### config.mk
export PLATFORM = sky130hd
export DESIGN_NAME = configurable_fault_status
export DESIGN_NICKNAME = d
export VERILOG_FILES = /design/src/design/fault_cause_pkg.sv /design/src/design/configurable_fault_status.sv /design/src/design/sticky_w1c_bit.sv /design/src/design/apb_byte_decode.sv
export SDC_FILE = /design/constraint.sdc
export NUM_CORES = 1
export LEC_CHECK = 0
export BUFFER_PORTS_ARGS = -buffer_cell sky130_fd_sc_hd__buf_2
export CORE_MARGIN = 2
export CORE_UTILIZATION = 35
export DETAILED_ROUTE_END_ITERATION = 10
export SYNTH_ARGS = -nofsm -noshare
export SYNTH_HDL_FRONTEND = slang
export SYNTH_SLANG_ARGS = --single-unit
### constraint.sdc
create_clock -name ref_clk -period 1.7 [get_ports ref_clk]
set_input_delay 0.17 -clock ref_clk [delete_from_list [all_inputs] [get_ports ref_clk]]
set_output_delay 0.17 -clock ref_clk [all_outputs]
set_load 0.05 [all_outputs]
### src/design/fault_cause_pkg.sv
// fault cause status block: offsets, bit positions, reset values
// assumes an apb slave decoding byte offsets within the system control space
package fault_cause_pkg;
   localparam logic [11:0] CAUSE_OFFSET      = 12'hD28;
   localparam logic [11:0] CTRL_OFFSET       = 12'hD14;
   localparam logic [31:0] CAUSE_RESET       = 32'h0000_0000;
   localparam logic [31:0] CTRL_RESET        = 32'h0000_0000;
   // bits that hardware may set; everything else reads zero
   localparam logic [31:0] CAUSE_IMPL_MASK   = 32'h030F_9F9B;
   localparam int DIV_ZERO_BIT   = 25;
   localparam int MISALIGN_BIT   = 24;
   localparam int NO_COPROC_BIT  = 19;
   localparam int BAD_RET_BIT    = 18;
   localparam int BAD_STATE_BIT  = 17;
   localparam int UNK_OPCODE_BIT = 16;
   localparam int BUS_AV_BIT     = 15;
   localparam int BUS_PUSH_BIT   = 12;
   localparam int BUS_POP_BIT    = 11;
   localparam int DEFER_BUS_BIT  = 10;
   localparam int PREC_BUS_BIT   = 9;
   localparam int FETCH_BUS_BIT  = 8;
   localparam int MEM_AV_BIT     = 7;
   localparam int MEM_PUSH_BIT   = 4;
   localparam int MEM_POP_BIT    = 3;
   localparam int DATA_AV_BIT    = 1;
   localparam int INSTR_AV_BIT   = 0;
   // config control bits steering the trap qualifiers
   localparam int CTRL_DIVIDE_ZERO_FLAG_TRAP_BIT   = 4;
   localparam int CTRL_MISALIGNED_ACCESS_FLAG_TRAP_BIT = 3;
endpackage

### src/design/configurable_fault_status.sv
// configurable fault cause register with apb slave and trap control
// assumes core event strobes are one-cycle pulses synchronous to ref_clk
`timescale 1ns/10ps
// Functional notes
// RULE1: set divide-zero flag bit 25 on divide by zero while trapping enabled
// RULE2: divide trapping only when control enable set; else flag stays clear
// RULE3: set misaligned flag bit 24 on unaligned access when trapping enabled
// RULE4: unaligned multiple or doubleword transfers always set misaligned flag
// RULE5: set missing-coprocessor flag bit 19 on coprocessor access fault
// RULE6: set bad-return-load flag bit 18 on illegal return code load
// RULE7: set illegal-state flag bit 17, not when undefined instruction caused it
// RULE8: set unknown-opcode flag bit 16 on undecodable instruction
// RULE9: set bus address valid bit 15 on addressed bus fault; later faults clear
// RULE10: hard fault software clears bus address valid after escalation
// RULE11: set bus-fault-on-push bit 12 on stacking bus fault, no address
// RULE12: set bus-fault-on-pop bit 11 on unstacking bus fault, no address
// RULE13: set deferred data bus error bit 10, no address captured
// RULE14: set precise data bus error bit 9, address captured
// RULE15: set fetch bus error bit 8 only when faulting instruction issues
// RULE16: bit 7 is memory fault address valid, one only while address valid
// RULE17: hard fault software clears memory address valid after escalation
// RULE18: set access-violation-on-push bit 4 on stacking violation
// RULE19: set access-violation-on-pop bit 3 on unstacking violation
// RULE20: all flags reset to zero, cleared only by writing one; bits 15 and 7 also clear on the invalidation strobes
// RULE21: reserved bits read-only zero; software preserves them
// RULE22: usage bits 31:16, bus bits 15:8, memory bits 7:0
// RULE23: word at 0xD28, byte at 0xD29, halfword at 0xD2A via strobes
// RULE24: flags sticky; simultaneous set and clear leaves flag set
// RULE25: writing zero leaves a flag unchanged
module configurable_fault_status (
   input  wire logic        ref_clk,
   input  wire logic        rst_n,
   input  wire logic        psel,
   input  wire logic        penable,
   input  wire logic        pwrite,
   input  wire logic [11:0] paddr,
   input  wire logic [31:0] pwdata,
   input  wire logic [3:0]  pstrb,
   output logic [31:0]      prdata,
   output logic             pready,
   output logic             pslverr,
   input  wire logic        divZeroEvt,
   input  wire logic        unalignEvt,
   input  wire logic        unalignMultiEvt,
   input  wire logic        coprocEvt,
   input  wire logic        badReturnEvt,
   input  wire logic        badStateEvt,
   input  wire logic        undefInstrEvt,
   input  wire logic        busPushEvt,
   input  wire logic        busPopEvt,
   input  wire logic        deferBusEvt,
   input  wire logic        precBusEvt,
   input  wire logic        fetchBusIssueEvt,
   input  wire logic        memPushEvt,
   input  wire logic        memPopEvt,
   input  wire logic        dataAvEvt,
   input  wire logic        instrAvEvt,
   input  wire logic        memAddrCapEvt,
   input  wire logic        busAddrInvalEvt,
   input  wire logic        memAddrInvalEvt,
   output logic             divZeroTrapEn,
   output logic             unalignTrapEn,
   output logic [31:0]      causeFlags
);
   logic [31:0] ctrl_ff;
   logic [31:0] nxt_ctrl;
   logic [31:0] rdata_ff;
   logic [31:0] nxt_rdata;
   logic        err_ff;
   logic        nxt_err;
   logic [31:0] setBits;
   logic [31:0] clrBits;
   logic [31:0] flagBits;
   logic        access;
   logic        hitCause;
   logic        hitCtrl;
   logic        wrCause;

   assign access   = psel && penable;
   assign wrCause  = access && pwrite && hitCause;

   // word-aligned decode; strobes pick the subfield bytes [RULE23]
   always_comb begin
      hitCause = 1'b0;
      hitCtrl  = 1'b0;
      if (paddr[11:2] == fault_cause_pkg::CAUSE_OFFSET[11:2]) begin
         hitCause = 1'b1;
      end else if (paddr[11:2] == fault_cause_pkg::CTRL_OFFSET[11:2]) begin
         hitCtrl = 1'b1;
      end
   end

   assign divZeroTrapEn = ctrl_ff[fault_cause_pkg::CTRL_DIVIDE_ZERO_FLAG_TRAP_BIT];
   assign unalignTrapEn = ctrl_ff[fault_cause_pkg::CTRL_MISALIGNED_ACCESS_FLAG_TRAP_BIT];

   always_comb begin
      setBits = 32'h0000_0000;
      setBits[fault_cause_pkg::DIV_ZERO_BIT]   = divZeroEvt && divZeroTrapEn; // [RULE1] [RULE2]
      // multiple and doubleword forms trap regardless of enable [RULE3] [RULE4]
      setBits[fault_cause_pkg::MISALIGN_BIT]   = (unalignEvt && unalignTrapEn) || unalignMultiEvt;
      setBits[fault_cause_pkg::NO_COPROC_BIT]  = coprocEvt; // [RULE5]
      setBits[fault_cause_pkg::BAD_RET_BIT]    = badReturnEvt; // [RULE6]
      // undefined instruction takes precedence over state misuse [RULE7]
      setBits[fault_cause_pkg::BAD_STATE_BIT]  = badStateEvt && !undefInstrEvt;
      setBits[fault_cause_pkg::UNK_OPCODE_BIT] = undefInstrEvt; // [RULE8]
      setBits[fault_cause_pkg::BUS_AV_BIT]     = precBusEvt; // [RULE9] [RULE14]
      setBits[fault_cause_pkg::BUS_PUSH_BIT]   = busPushEvt; // [RULE11]
      setBits[fault_cause_pkg::BUS_POP_BIT]    = busPopEvt; // [RULE12]
      setBits[fault_cause_pkg::DEFER_BUS_BIT]  = deferBusEvt; // [RULE13]
      setBits[fault_cause_pkg::PREC_BUS_BIT]   = precBusEvt; // [RULE14]
      setBits[fault_cause_pkg::FETCH_BUS_BIT]  = fetchBusIssueEvt; // [RULE15]
      // address valid sets on the capture strobe from the address register or on a data access violation [RULE16]
      setBits[fault_cause_pkg::MEM_AV_BIT]     = memAddrCapEvt || dataAvEvt;
      setBits[fault_cause_pkg::MEM_PUSH_BIT]   = memPushEvt; // [RULE18]
      setBits[fault_cause_pkg::MEM_POP_BIT]    = memPopEvt; // [RULE19]
      setBits[fault_cause_pkg::DATA_AV_BIT]    = dataAvEvt;
      setBits[fault_cause_pkg::INSTR_AV_BIT]   = instrAvEvt;
   end

   apb_byte_decode u_decode (
      .wrHit   (wrCause),
      .pstrb   (pstrb),
      .pwdata  (pwdata),
      .clrBits (clrBits)
   );

   genvar g;
   generate
      for (g = 0; g < 32; g++) begin : g_flag
         if (fault_cause_pkg::CAUSE_IMPL_MASK[g]) begin : g_impl
            logic clrThis;
            always_comb begin
               clrThis = clrBits[g];
               // a later fault overwrites the address, dropping its valid bit [RULE9]
               if (g == fault_cause_pkg::BUS_AV_BIT) begin
                  clrThis = clrBits[g] || busAddrInvalEvt;
               end else if (g == fault_cause_pkg::MEM_AV_BIT) begin
                  clrThis = clrBits[g] || memAddrInvalEvt; // [RULE16]
               end
            end
            sticky_w1c_bit u_bit (
               .ref_clk  (ref_clk),
               .rst_n    (rst_n),
               .setPulse (setBits[g]),
               .clrPulse (clrThis),
               .flag     (flagBits[g])
            ); // [RULE20] [RULE24]
         end else begin : g_rsvd
            assign flagBits[g] = 1'b0; // [RULE21]
         end
      end
   endgenerate

   // subfields are plain byte lanes of one word [RULE22]
   assign causeFlags = flagBits;

   always_comb begin
      nxt_ctrl  = ctrl_ff;
      nxt_rdata = rdata_ff;
      nxt_err   = err_ff;
      // capture in setup so the access cycle shows settled flop data
      if (psel && !penable) begin
         if (hitCause) begin
            nxt_rdata = flagBits & fault_cause_pkg::CAUSE_IMPL_MASK; // [RULE21]
            nxt_err   = 1'b0;
         end else if (hitCtrl) begin
            nxt_rdata = ctrl_ff;
            nxt_err   = 1'b0;
         end else begin
            // unmapped: error and zero data
            nxt_rdata = 32'h0000_0000;
            nxt_err   = 1'b1;
         end
      end
      if (access && pwrite && hitCtrl) begin
         for (int b = 0; b < 4; b++) begin
            if (pstrb[b]) begin
               nxt_ctrl[b*8 +: 8] = pwdata[b*8 +: 8];
            end
         end
      end
   end

   always_ff @(posedge ref_clk) begin
      if (!rst_n) begin
         ctrl_ff  <= fault_cause_pkg::CTRL_RESET;
         rdata_ff <= fault_cause_pkg::CAUSE_RESET;
         err_ff   <= 1'b0;
      end else begin
         ctrl_ff  <= nxt_ctrl;
         rdata_ff <= nxt_rdata;
         err_ff   <= nxt_err;
      end
   end

   // zero-wait slave: data registered at setup, so an event on the access edge shows next read
   assign pready  = 1'b1;
   assign pslverr = access && err_ff;
   assign prdata  = rdata_ff;
endmodule

### src/design/sticky_w1c_bit.sv
// one sticky flag: hardware sets, software clears by writing one
// assumes set and clear are single-cycle strobes in the ref_clk domain
`timescale 1ns/10ps
module sticky_w1c_bit (
   input  wire logic ref_clk,
   input  wire logic rst_n,
   input  wire logic setPulse,
   input  wire logic clrPulse,
   output logic      flag
);
   logic flag_ff;
   logic nxt_flag;

   always_comb begin
      nxt_flag = flag_ff;
      if (clrPulse) begin
         nxt_flag = 1'b0;
      end
      // set after clear so a same-cycle event is kept [RULE24]
      if (setPulse) begin
         nxt_flag = 1'b1;
      end
   end

   always_ff @(posedge ref_clk) begin
      if (!rst_n) begin
         flag_ff <= 1'b0;
      end else begin
         flag_ff <= nxt_flag;
      end
   end

   assign flag = flag_ff;
endmodule

### src/design/apb_byte_decode.sv
// turns apb write strobes plus data into per-bit write-one-clear pulses
// assumes an apb4 master with pstrb; only acts in the access phase
`timescale 1ns/10ps
module apb_byte_decode (
   input  wire logic        wrHit,
   input  wire logic [3:0]  pstrb,
   input  wire logic [31:0] pwdata,
   output logic [31:0]      clrBits
);
   always_comb begin
      clrBits = 32'h0000_0000;
      for (int b = 0; b < 4; b++) begin
         // a zero bit or a disabled lane leaves the flag alone [RULE25]
         if (wrHit && pstrb[b]) begin
            clrBits[b*8 +: 8] = pwdata[b*8 +: 8];
         end
      end
   end
endmodule

==> flow_metrics.py, run 1 <==
metrics = {
    "outcome": {
        "status": "complete, no violations",
    },
    "place": {
        "io_buffers": 121,
        "hpwl_um": 6313,
        "place_area_mm2": 0.004297,
        "dp.cells": 602,
        "gp_routability_congestion": 0.7179,
    },
    "floorplanning": {
        "die_x_um": 105.1,
        "initial_core_util_pct": 36.28,
        "dieArea_mm2": 0.01105,
        "rows": 36,
        "io_pins": 140,
        "die_h_um": 105.1,
        "fp.coreArea_mm2": 0.009864,
    },
    "final_layout": {
        "fillers": 985,
        "stdcell_area_mm2": 0.004543,
        "seqCellArea_mm2": 0.001642,
        "finalNonFillerCells": 619,
        "area_delta_synth_final_pct": 26.96,
        "multi_input_area_mm2": 0.001627,
        "nNetsFinal": 553,
        "drive_above_1_share_pct": 34.16,
        "antenna_cells": 0,
    },
    "timing": {
        "finalCritPeriodShare_pct": 85.62,
        "timing.final.crit_period_ns": 1.455,
        "finClkSkew_ns": 0.008416,
        "hold_viol": 0,
        "fmax_mhz": 687.1,
        "setup_viol": 0,
        "final_max_slew_viol_count": 0,
        "whs_ns": 0.02048,
        "rsz0062_at_grt": "no",
        "fin_setup_tns_ns": 0,
    },
    "yosys": {
        "syn_inst": 367,
        "synthTopCellsByArea": "dfxtp_1 (46%), mux2i_1 (9.0%), nor2b_1 (8.9%)",
        "synth-seq-cells": 82,
        "synth.distinct_cells": 27,
        "syn_avg_cell_area_um2": 9.750,
        "syn_area_mm2": 0.003578,
        "yosysTopAreaCell": "dfxtp_1",
        "yosysSeqAreaShare_pct": 45.87,
        "ys_warn_count": 0,
        "async_flop_share_pct": 0,
        "yosys_most_used_dff": "dfxtp_1",
        "yosysTopAreaCellShare_pct": 45.87,
        "synth-edff-count": 0,
    },
    "clock_tree": {
        "clockRootBuffer": "clkbuf_8",
        "cts_setup_buffers": 0,
        "numCtsBuffers": 9,
        "cts.sinks": 82,
        "clk_transition_reported_paths_ns": 0.09,
        "htree_levels": 3,
        "cts_resized": 0,
        "cts_tree": "built",
        "clockBufferDepth": 2,
        "clk-insertion-delay-late_ns": 0.35,
        "ctsHoldBuffers": 1,
    },
    "detailed_routing": {
        "wl_per_cell_um": 14.48,
        "wirelength_um": 8961,
        "ant_nets": 0,
        "drt-pass1-iter-count": 4,
        "vias": 2903,
        "initialDrtViolationCount": 96,
        "viasPerCell": 4.690,
        "drc": 0,
    },
    "job": {
        "maxCapViolations": 0,
    },
    "worst_setup_path": {
        "crit_fanout": 6,
        "critPathLaunchType": "input pin",
        "worstPathArrival_ns": 1.70,
        "crit_type": "in2reg",
        "setup.worst_path.end_class": "register",
        "required_ns": 1.94,
    },
    "global_routing": {
        "grt_pass1_vias": 2928,
        "grt_max_degree": 84,
        "grt_antenna_before_repair": 1,
        "grt_pass1_wl_um": 14500,
        "grt_remaining_overflow": 0,
        "grt.total_usage_pct": 16.36,
    },
    "power_and_ir_drop": {
        "p_leak_nw": 1.906,
        "power_mw": 4.043,
        "p_per_area_mw_per_mm2": 890.0,
        "ir_drop_mv": 0.5246,
    },
    "worst_hold_path": {
        "worst_hold_path_type": "in2reg",
    },
}
cell usage after synthesis (3+ instances only):
master,count
nand2_1,22
and2_1,3
a21boi_1,17
a31oi_1,16
nor4_4,5
a22oi_1,31
nor2b_1,51
nor2_1,3
clkbuf_1,19
buf_4,33
mux2i_1,32
inv_1,15
o21ai_0,17
nand4_1,5
dfxtp_1,82
kinds of logic (layout without fill, tap and decap cells):
family	count (synthesis)	after routing	share of synthesized area [%]
AND/OR/NAND/NOR	97	97	18.01
AO/OA/AOI/OAI	86	86	16.15
flip-flops	82	82	45.87
buffers and inverters	68	173	10.80
multiplexers	32	32	8.951
other	2	16	0.2099
state kept, by name (all words and copies together), names as in the netlist:
name	cells
g_flag.g_impl.u_bit.flag	17
prdata	32
err_ff	1
ctrl_ff	32
layer usage:
metal	vias up	part of all wire, %	global-route usage, %
met5	-	0.15	0
li1	1452	-	-
met2	81	47	28.15
met1	1359	46	19.72
met4	2	0.79	4.000
met3	9	6.1	5.240
final timing paths:
path,startpoint,slack (ns),to,cells after the start
worst min-delay path,pwdata[19],0.02,g_flag[19].g_impl.u_bit.flag,2
worst max-delay path,paddr[7],0.24,ctrl_ff[31],7
worst max register to register,g_flag[7].g_impl.u_bit.flag,0.83,prdata[7],4
worst min register to register,prdata[7],0.46,prdata[7],2
final cells by class:
| class | count | share of cell area, % |
|---|---|---|
| clock buffers | 11 | 3.332 |
| clock inverters | 5 | 1.873 |
| inverters | 15 | 1.239 |
| multi-input cells | 231 | 35.80 |
| flip-flops and latches | 82 | 36.13 |
| well taps | 133 | 3.663 |
| repair buffers | 142 | 17.96 |
layout by cell type (no fill, tap or decap):
cell / Yosys / layout
clkinv_4: 0 / 1
nand2_1: 22 / 22
inv_1: 15 / 15
dlygate4sd3_1: 0 / 1
clkbuf_8: 0 / 11
o21ai_0: 17 / 17
o22ai_1: 1 / 1
bufinv_16: 0 / 2
a21boi_1: 17 / 17
buf_12: 0 / 4
nand4_1: 5 / 5
and2_1: 3 / 3
inv_6: 0 / 1
nand3_1: 1 / 1
conb_1: 2 / 16
buf_2: 0 / 121
a22oi_1: 31 / 31
mux2i_1: 32 / 32
dfxtp_1: 82 / 82
a31oi_1: 16 / 16
clkinvlp_4: 0 / 1
nand2b_2: 0 / 1
and3_1: 1 / 1
a21oi_1: 2 / 2
a31o_1: 1 / 1
or4b_4: 0 / 1
nor4_4: 5 / 7
a21o_1: 1 / 1
nor2b_1: 51 / 51
nor2_1: 3 / 3
buf_4: 33 / 16
nand4bb_1: 2 / 2
through the flow:
| stage | util [%] | setup WS, ns |
|---|---|---|
| 2_1_floorplan | - | -0.001554 |
| 3_3_place_gp | 43.56 | -0.08614 |
| 3_5_place_dp | 43.56 | -0.1217 |
| 4_1_cts | 46.06 | 0.2498 |
| 5_1_grt | 46.06 | 0.1119 |
| 6_report | 46.06 | 0.2445 |
report_power, final:
part	internal [mW]	switching [mW]
logic	0.137	0.310
clock network	0.916	0.713
registers	1.95	0.0198
total	3.00	1.04
worst max-delay path: stages:
cell	delay (ns)
buf_2	0.10
or4b_4	0.59
buf_4	0.19
nor4_4	0.16
buf_4	0.22
mux2i_1	0.20
nor2b_1	0.06
No activity file was read; power rests on OpenSTA's default activity.
==> inputs of run 2 (changes only) <==
- ABC_AREA: default -> 1
==> run 2 against run 1 <==
Effect of this change: count of clock-buffer cells in the layout is 3 higher; sequential share of layout area is 0.88 points lower; highest routed layer is now met4; routed wire length is 11% higher; largest cell class unchanged; non-clock buffer count is 6 lower; final area is 2.5% higher; setup slack better by 0.18 ns.
==> flow_metrics.py, run 2 <==
metrics = {
    "outcome": {
        "status": "complete, no violations",
    },
    "detailed_routing": {
        "drc": 0,
        "initialDrtViolationCount": 102,
        "drt-pass1-iter-count": 4,
        "viasPerCell": 4.543,
        "ant_nets": 0,
        "wl_per_cell_um": 12.28,
        "vias": 3689,
        "wirelength_um": 9969,
    },
    "final_layout": {
        "nNetsFinal": 739,
        "drive_above_1_share_pct": 24.70,
        "antenna_cells": 0,
        "fin_util_pct": 42.96,
        "stdcell_area_mm2": 0.004657,
        "mostFrequentLayoutCells": "nand2_1 (145), buf_2 (121), dfxtp_1 (82)",
        "layout.cells.most_common": "nand2_1",
        "area_delta_synth_final_pct": 20.06,
        "fillers": 1158,
    },
    "global_routing": {
        "grt_max_degree": 27,
        "grt_remaining_overflow": 0,
        "grt_pass1_wl_um": 15830,
        "grt_pass1_vias": 3371,
        "grt_antenna_before_repair": 0,
        "grt.total_usage_pct": 17.26,
    },
    "yosys": {
        "yosysSeqAreaShare_pct": 42.32,
        "synth-edff-count": 0,
        "yosysTopAreaCell": "dfxtp_1",
        "yosysTopAreaCellShare_pct": 42.32,
        "ys_warn_count": 0,
        "synthTopCellsByArea": "dfxtp_1 (42%), nand2_1 (14%), nor2_1 (7.9%)",
        "syn_avg_cell_area_um2": 6.877,
        "synthTopCellsByCount": "nand2_1 (145), dfxtp_1 (82), nor2_1 (82)",
        "syn_inst": 564,
        "yosys_most_used_dff": "dfxtp_1",
        "async_flop_share_pct": 0,
        "yosysMostFrequentCell": "nand2_1",
        "syn_area_mm2": 0.003879,
        "synth-seq-cells": 82,
        "synth.distinct_cells": 23,
    },
    "timing": {
        "fin_setup_tns_ns": 0,
        "hold_viol": 0,
        "finalCritPeriodShare_pct": 75.02,
        "fmax_mhz": 784.2,
        "final_max_slew_viol_count": 0,
        "rsz0062_at_grt": "no",
        "setup_ws_ns": 0.4247,
        "finClkSkew_ns": 0.005176,
        "timing.final.crit_period_ns": 1.275,
        "setup_viol": 0,
    },
    "clock_tree": {
        "clockBufferDepth": 2,
        "clk-insertion-delay-late_ns": 0.35,
        "clockRootBuffer": "clkbuf_8",
        "clk_transition_reported_paths_ns": 0.08,
        "htree_levels": 3,
        "cts_tree": "built",
        "cts_resized": 0,
        "ctsHoldBuffers": 0,
        "cts_setup_buffers": 0,
        "numCtsBuffers": 9,
        "cts.sinks": 82,
    },
    "worst_setup_path": {
        "critPathLaunchType": "register",
        "required_ns": 1.53,
        "crit_fanout": 2,
        "worstPathArrival_ns": 1.11,
        "setup.worst_path.end_class": "output port",
        "crit_type": "reg2out",
    },
    "floorplanning": {
        "initial_core_util_pct": 35.78,
        "rows": 38,
        "die_x_um": 109.3,
        "die_h_um": 109.3,
        "io_pins": 140,
        "fp.coreArea_mm2": 0.01084,
        "dieArea_mm2": 0.01194,
    },
    "place": {
        "dpl_worst_slack_ns": 0.1661,
        "io_buffers": 121,
        "gp_routability_congestion": 0.8132,
        "hpwl_um": 7193,
        "place_area_mm2": 0.004459,
    },
    "job": {
        "maxCapViolations": 0,
    },
    "power_and_ir_drop": {
        "p_per_area_mw_per_mm2": 852.0,
        "ir_drop_mv": 0.3077,
        "p_leak_nw": 2.411,
    },
    "worst_hold_path": {
        "worst_hold_path_type": "in2reg",
    },
}
## run 2: changes by cell type in the layout (fill, tap and decap cells not counted), moves of 31 or more
cell,delta
a22oi_1,-31
a21oi_1,+31
nor2b_1,-51
nor2_1,+78
nand3_1,+32
nand4_1,+33
inv_1,+56
nand2_1,+123
mux2i_1,-32
## run 2: final cells by class
class                      count  area, µm²  share of cell area (%)
multi-input combinational    362       1625                   34.90
inverter                      76      286.5                   6.153
tap                          140      175.2                   3.761
clock buffer                  14      162.7                   3.493
clock inverter                 2      35.03                  0.7523
timing repair buffer         136      730.7                   15.69
sequential                    82       1642                   35.25
## run 2: logic make-up after synthesis
| group | count (synthesis) | share of synthesized area (%) |
|---|---|---|
| compound gates | 35 | 4.581 |
| other cells | 2 | 0.1936 |
| flops | 82 | 42.32 |
| simple gates | 311 | 35.71 |
| buf+inv | 134 | 17.19 |
## run 2: worst paths after layout
kind | startpoint | to | cells past startpoint | slack, ns
setup / recovery | err_ff | pslverr | 2 | 0.42
hold / removal | busPopEvt | g_flag[11].g_impl.u_bit.flag | 3 | 0.05
setup reg to reg | ctrl_ff[4] | prdata[4] | 4 | 0.90
hold reg to reg | ctrl_ff[13] | prdata[13] | 2 | 0.46
## run 2: worst max-delay path, stage by stage (launching register included)
cell and delay, ns:
dfxtp_1 0.35, and3_1 0.15, buf_2 0.26
## run 2: per-layer routing
| layer | routed length (µm) | track usage, % | vias to the layer above |
|---|---|---|---|
| met3 | 453 | 2.451 | 11 |
| met4 | 148 | 7.595 | 0 |
| met2 | 4830 | 29.33 | 96 |
| li1 | - | - | 1915 |
| met1 | 4537 | 21.70 | 1667 |
| met5 | 0 | 0 | - |
## run 2: metrics by stage
stage | hold slack, ns | power, mW | cells
2_1_floorplan | 0.3040 | 2.437 | 578
4_1_cts | 0.03090 | 4.006 | 812
5_1_grt | 0.05469 | 4.121 | 812
6_report | 0.04905 | 3.968 | 812
3_5_place_dp | 0.4171 | 2.563 | 796
3_3_place_gp | 0.4101 | 2.556 | 796
## run 2: report_power, final
group / internal [mW] / leakage (nW) / switching (mW)
Sequential: 1.95 / 0.666 / 0.0253
Clock: 0.760 / 0.101 / 0.695
Combinational: 0.142 / 1.64 / 0.391
Total: 2.86 / 2.41 / 1.11
==> inputs of run 3 (changes only) <==
- ABC_AREA: 1 -> 0
- clock period: 1.7 -> 1.04 ns (I/O delays scaled with it)
==> run 3 against run 2 <==
Effect of this change: the run now ends with negative setup slack left; final area increased by 17%; register-to-register slack got worse by 0.73 ns; critical path depth increased by 5; count of clock-buffer cells in the layout decreased by 4; clock power increased by 81%; die area decreased by 7.5%; critical endpoint is now g_flag[0].g_impl.u_bit.flag.
==> flow_metrics.py, run 3 (synthesized netlist as in run 1, its figures left out) <==
metrics = {
    "floorplanning": {
        "io_pins": 140,
        "rows": 36,
        "fp.coreArea_mm2": 0.009864,
        "dieArea_mm2": 0.01105,
        "die_x_um": 105.1,
        "initial_core_util_pct": 36.28,
        "die_h_um": 105.1,
    },
    "job": {
        "maxCapViolations": 0,
    },
    "timing": {
        "hold_viol": 0,
        "final_max_slew_viol_count": 0,
        "rsz0062_at_grt": "yes",
        "finalCritPeriodShare_pct": 129.4,
        "fin_setup_tns_ns": -19.99,
        "finClkSkew_ns": 0.01291,
        "setup_ws_ns": -0.3054,
        "fmax_mhz": 743.3,
        "setup_viol": 82,
        "timing.final.crit_period_ns": 1.345,
        "whs_ns": 0.01444,
    },
    "clock_tree": {
        "clk_transition_reported_paths_ns": 0.08,
        "cts_tree": "built",
        "htree_levels": 3,
        "clk-insertion-delay-late_ns": 0.36,
        "cts.sinks": 82,
        "numCtsBuffers": 9,
        "clockBufferDepth": 2,
        "clockRootBuffer": "clkbuf_8",
    },
    "detailed_routing": {
        "drc": 0,
        "vias": 3100,
        "wl_per_cell_um": 14.54,
        "wirelength_um": 9627,
        "drt-pass1-iter-count": 5,
        "viasPerCell": 4.683,
        "ant_nets": 0,
        "initialDrtViolationCount": 114,
    },
    "power_and_ir_drop": {
        "switchingPower_mw": 1.782,
        "p_per_area_mw_per_mm2": 1247,
        "power_frac_clock_pct": 38.7,
        "switching_share_pct": 26.29,
        "pwr-share-seq_pct": 47.8,
        "intPower_mw": 4.996,
        "p_comb_share_pct": 13.5,
        "ir_drop_mv": 0.7572,
        "power_mw": 6.779,
        "p_leak_nw": 2.181,
    },
    "worst_setup_path": {
        "critPathLaunchType": "input pin",
        "ff2ff_setup_slack_ns": 0.17,
        "r2r-start": "g_flag[7].g_impl.u_bit.flag",
        "crit_type": "in2reg",
        "crit_fanout": 5,
        "r2r-end": "prdata[7]",
        "reg2reg_depth": 4,
        "required_ns": 1.28,
        "setup.worst_path.end_class": "register",
        "worstPathArrival_ns": 1.59,
    },
    "worst_hold_path": {
        "whs_endpoint": "ctrl_ff[21]",
        "hold_start": "pwdata[21]",
        "hold_depth": 3,
        "worst_hold_path_type": "in2reg",
    },
    "global_routing": {
        "grt_pass1_vias": 3144,
        "grt_pass1_wl_um": 15500,
        "grt_antenna_before_repair": 0,
        "grt.total_usage_pct": 17.60,
        "grt_remaining_overflow": 0,
        "grt_max_degree": 46,
    },
    "final_layout": {
        "fin_util_pct": 55.09,
        "mostFrequentLayoutCells": "buf_2 (67), dfxtp_1 (53), buf_6 (52)",
        "drive_above_1_share_pct": 43.29,
        "nNetsFinal": 596,
        "area_delta_synth_final_pct": 51.85,
        "antenna_cells": 0,
        "layout.cells.most_common": "buf_2",
    },
    "place": {
        "gp_routability_congestion": 0.7293,
        "io_buffers": 121,
        "dpl_worst_slack_ns": -0.6965,
        "hpwl_um": 6522,
    },
    "outcome": {
        "status": "finished with violations",
        "violations": "negative setup slack",
    },
}
[run 3: metal layers]
| metal | vias to the layer above | global-route usage (%) | share of wire (%) |
|---|---|---|---|
| li1 | 1545 | - | - |
| met1 | 1459 | 22.16 | 45 |
| met2 | 88 | 28.90 | 48 |
| met3 | 8 | 4.616 | 5.9 |
| met4 | 0 | 6.381 | 1.1 |
| met5 | - | 0 | 0 |
[run 3: final cells by class]
type	instances	area, µm²
Clock buffer	10	137.6
Clock inverter	6	90.09
Fill cell	881	4431
Inverter	15	56.30
Multi-Input combinational cell	231	1712
Sequential cell	82	1678
Tap cell	133	166.4
Timing Repair Buffer	185	1594
[run 3: worst max-delay path by stage]
| stage | from | endpoint | slack [ns] | cells past startpoint |
|---|---|---|---|---|
| after floorplan | paddr[7] | ctrl_ff[3] | -0.60 | 5 |
| after global placement | paddr[7] | ctrl_ff[5] | -0.68 | 7 |
| after detailed placement | paddr[7] | ctrl_ff[0] | -0.70 | 7 |
| after CTS | paddr[7] | ctrl_ff[5] | -0.28 | 7 |
| after global routing | paddr[9] | prdata[22] | -0.35 | 8 |
| final | paddr[9] | g_flag[0].g_impl.u_bit.flag | -0.31 | 7 |
[run 3: worst max-delay path, stage by stage]
cell and delay (ns):
buf_6 0.09, or4b_4 0.57, buf_4 0.17, nor4_4 0.21, buf_4 0.18, and2_4 0.18
a31oi_1 0.09
[run 3: power groups by stage]
stage               Clock [mW]  Sequential (mW)  Combinational, mW
floorplan                    0             3.28              0.577
global placement             0             3.29              0.757
detailed placement           0             3.29              0.766
CTS                       2.67             3.23              0.903
global route              2.84             3.25              0.979
finish                    2.62             3.24              0.918
[run 3: repair_timing]
item | 4_1_cts | 5_1_grt
hold buffers | 29 | 0
pin swaps | 18 | 12
setup buffers | 2 | 3
gates resized for setup | 95 | 66
endpoints found under the hold margin | 19 | 0
gates cloned | 1 | 0
endpoints found under the setup margin | 132 | 118
[run 3: per-stage QoR]
stage	area (µm²)	instances
3_5_place_dp	4402	612
2_1_floorplan	3669	381
5_1_grt	5434	662
6_report	5434	662
3_3_place_gp	4402	612
4_1_cts	5225	660
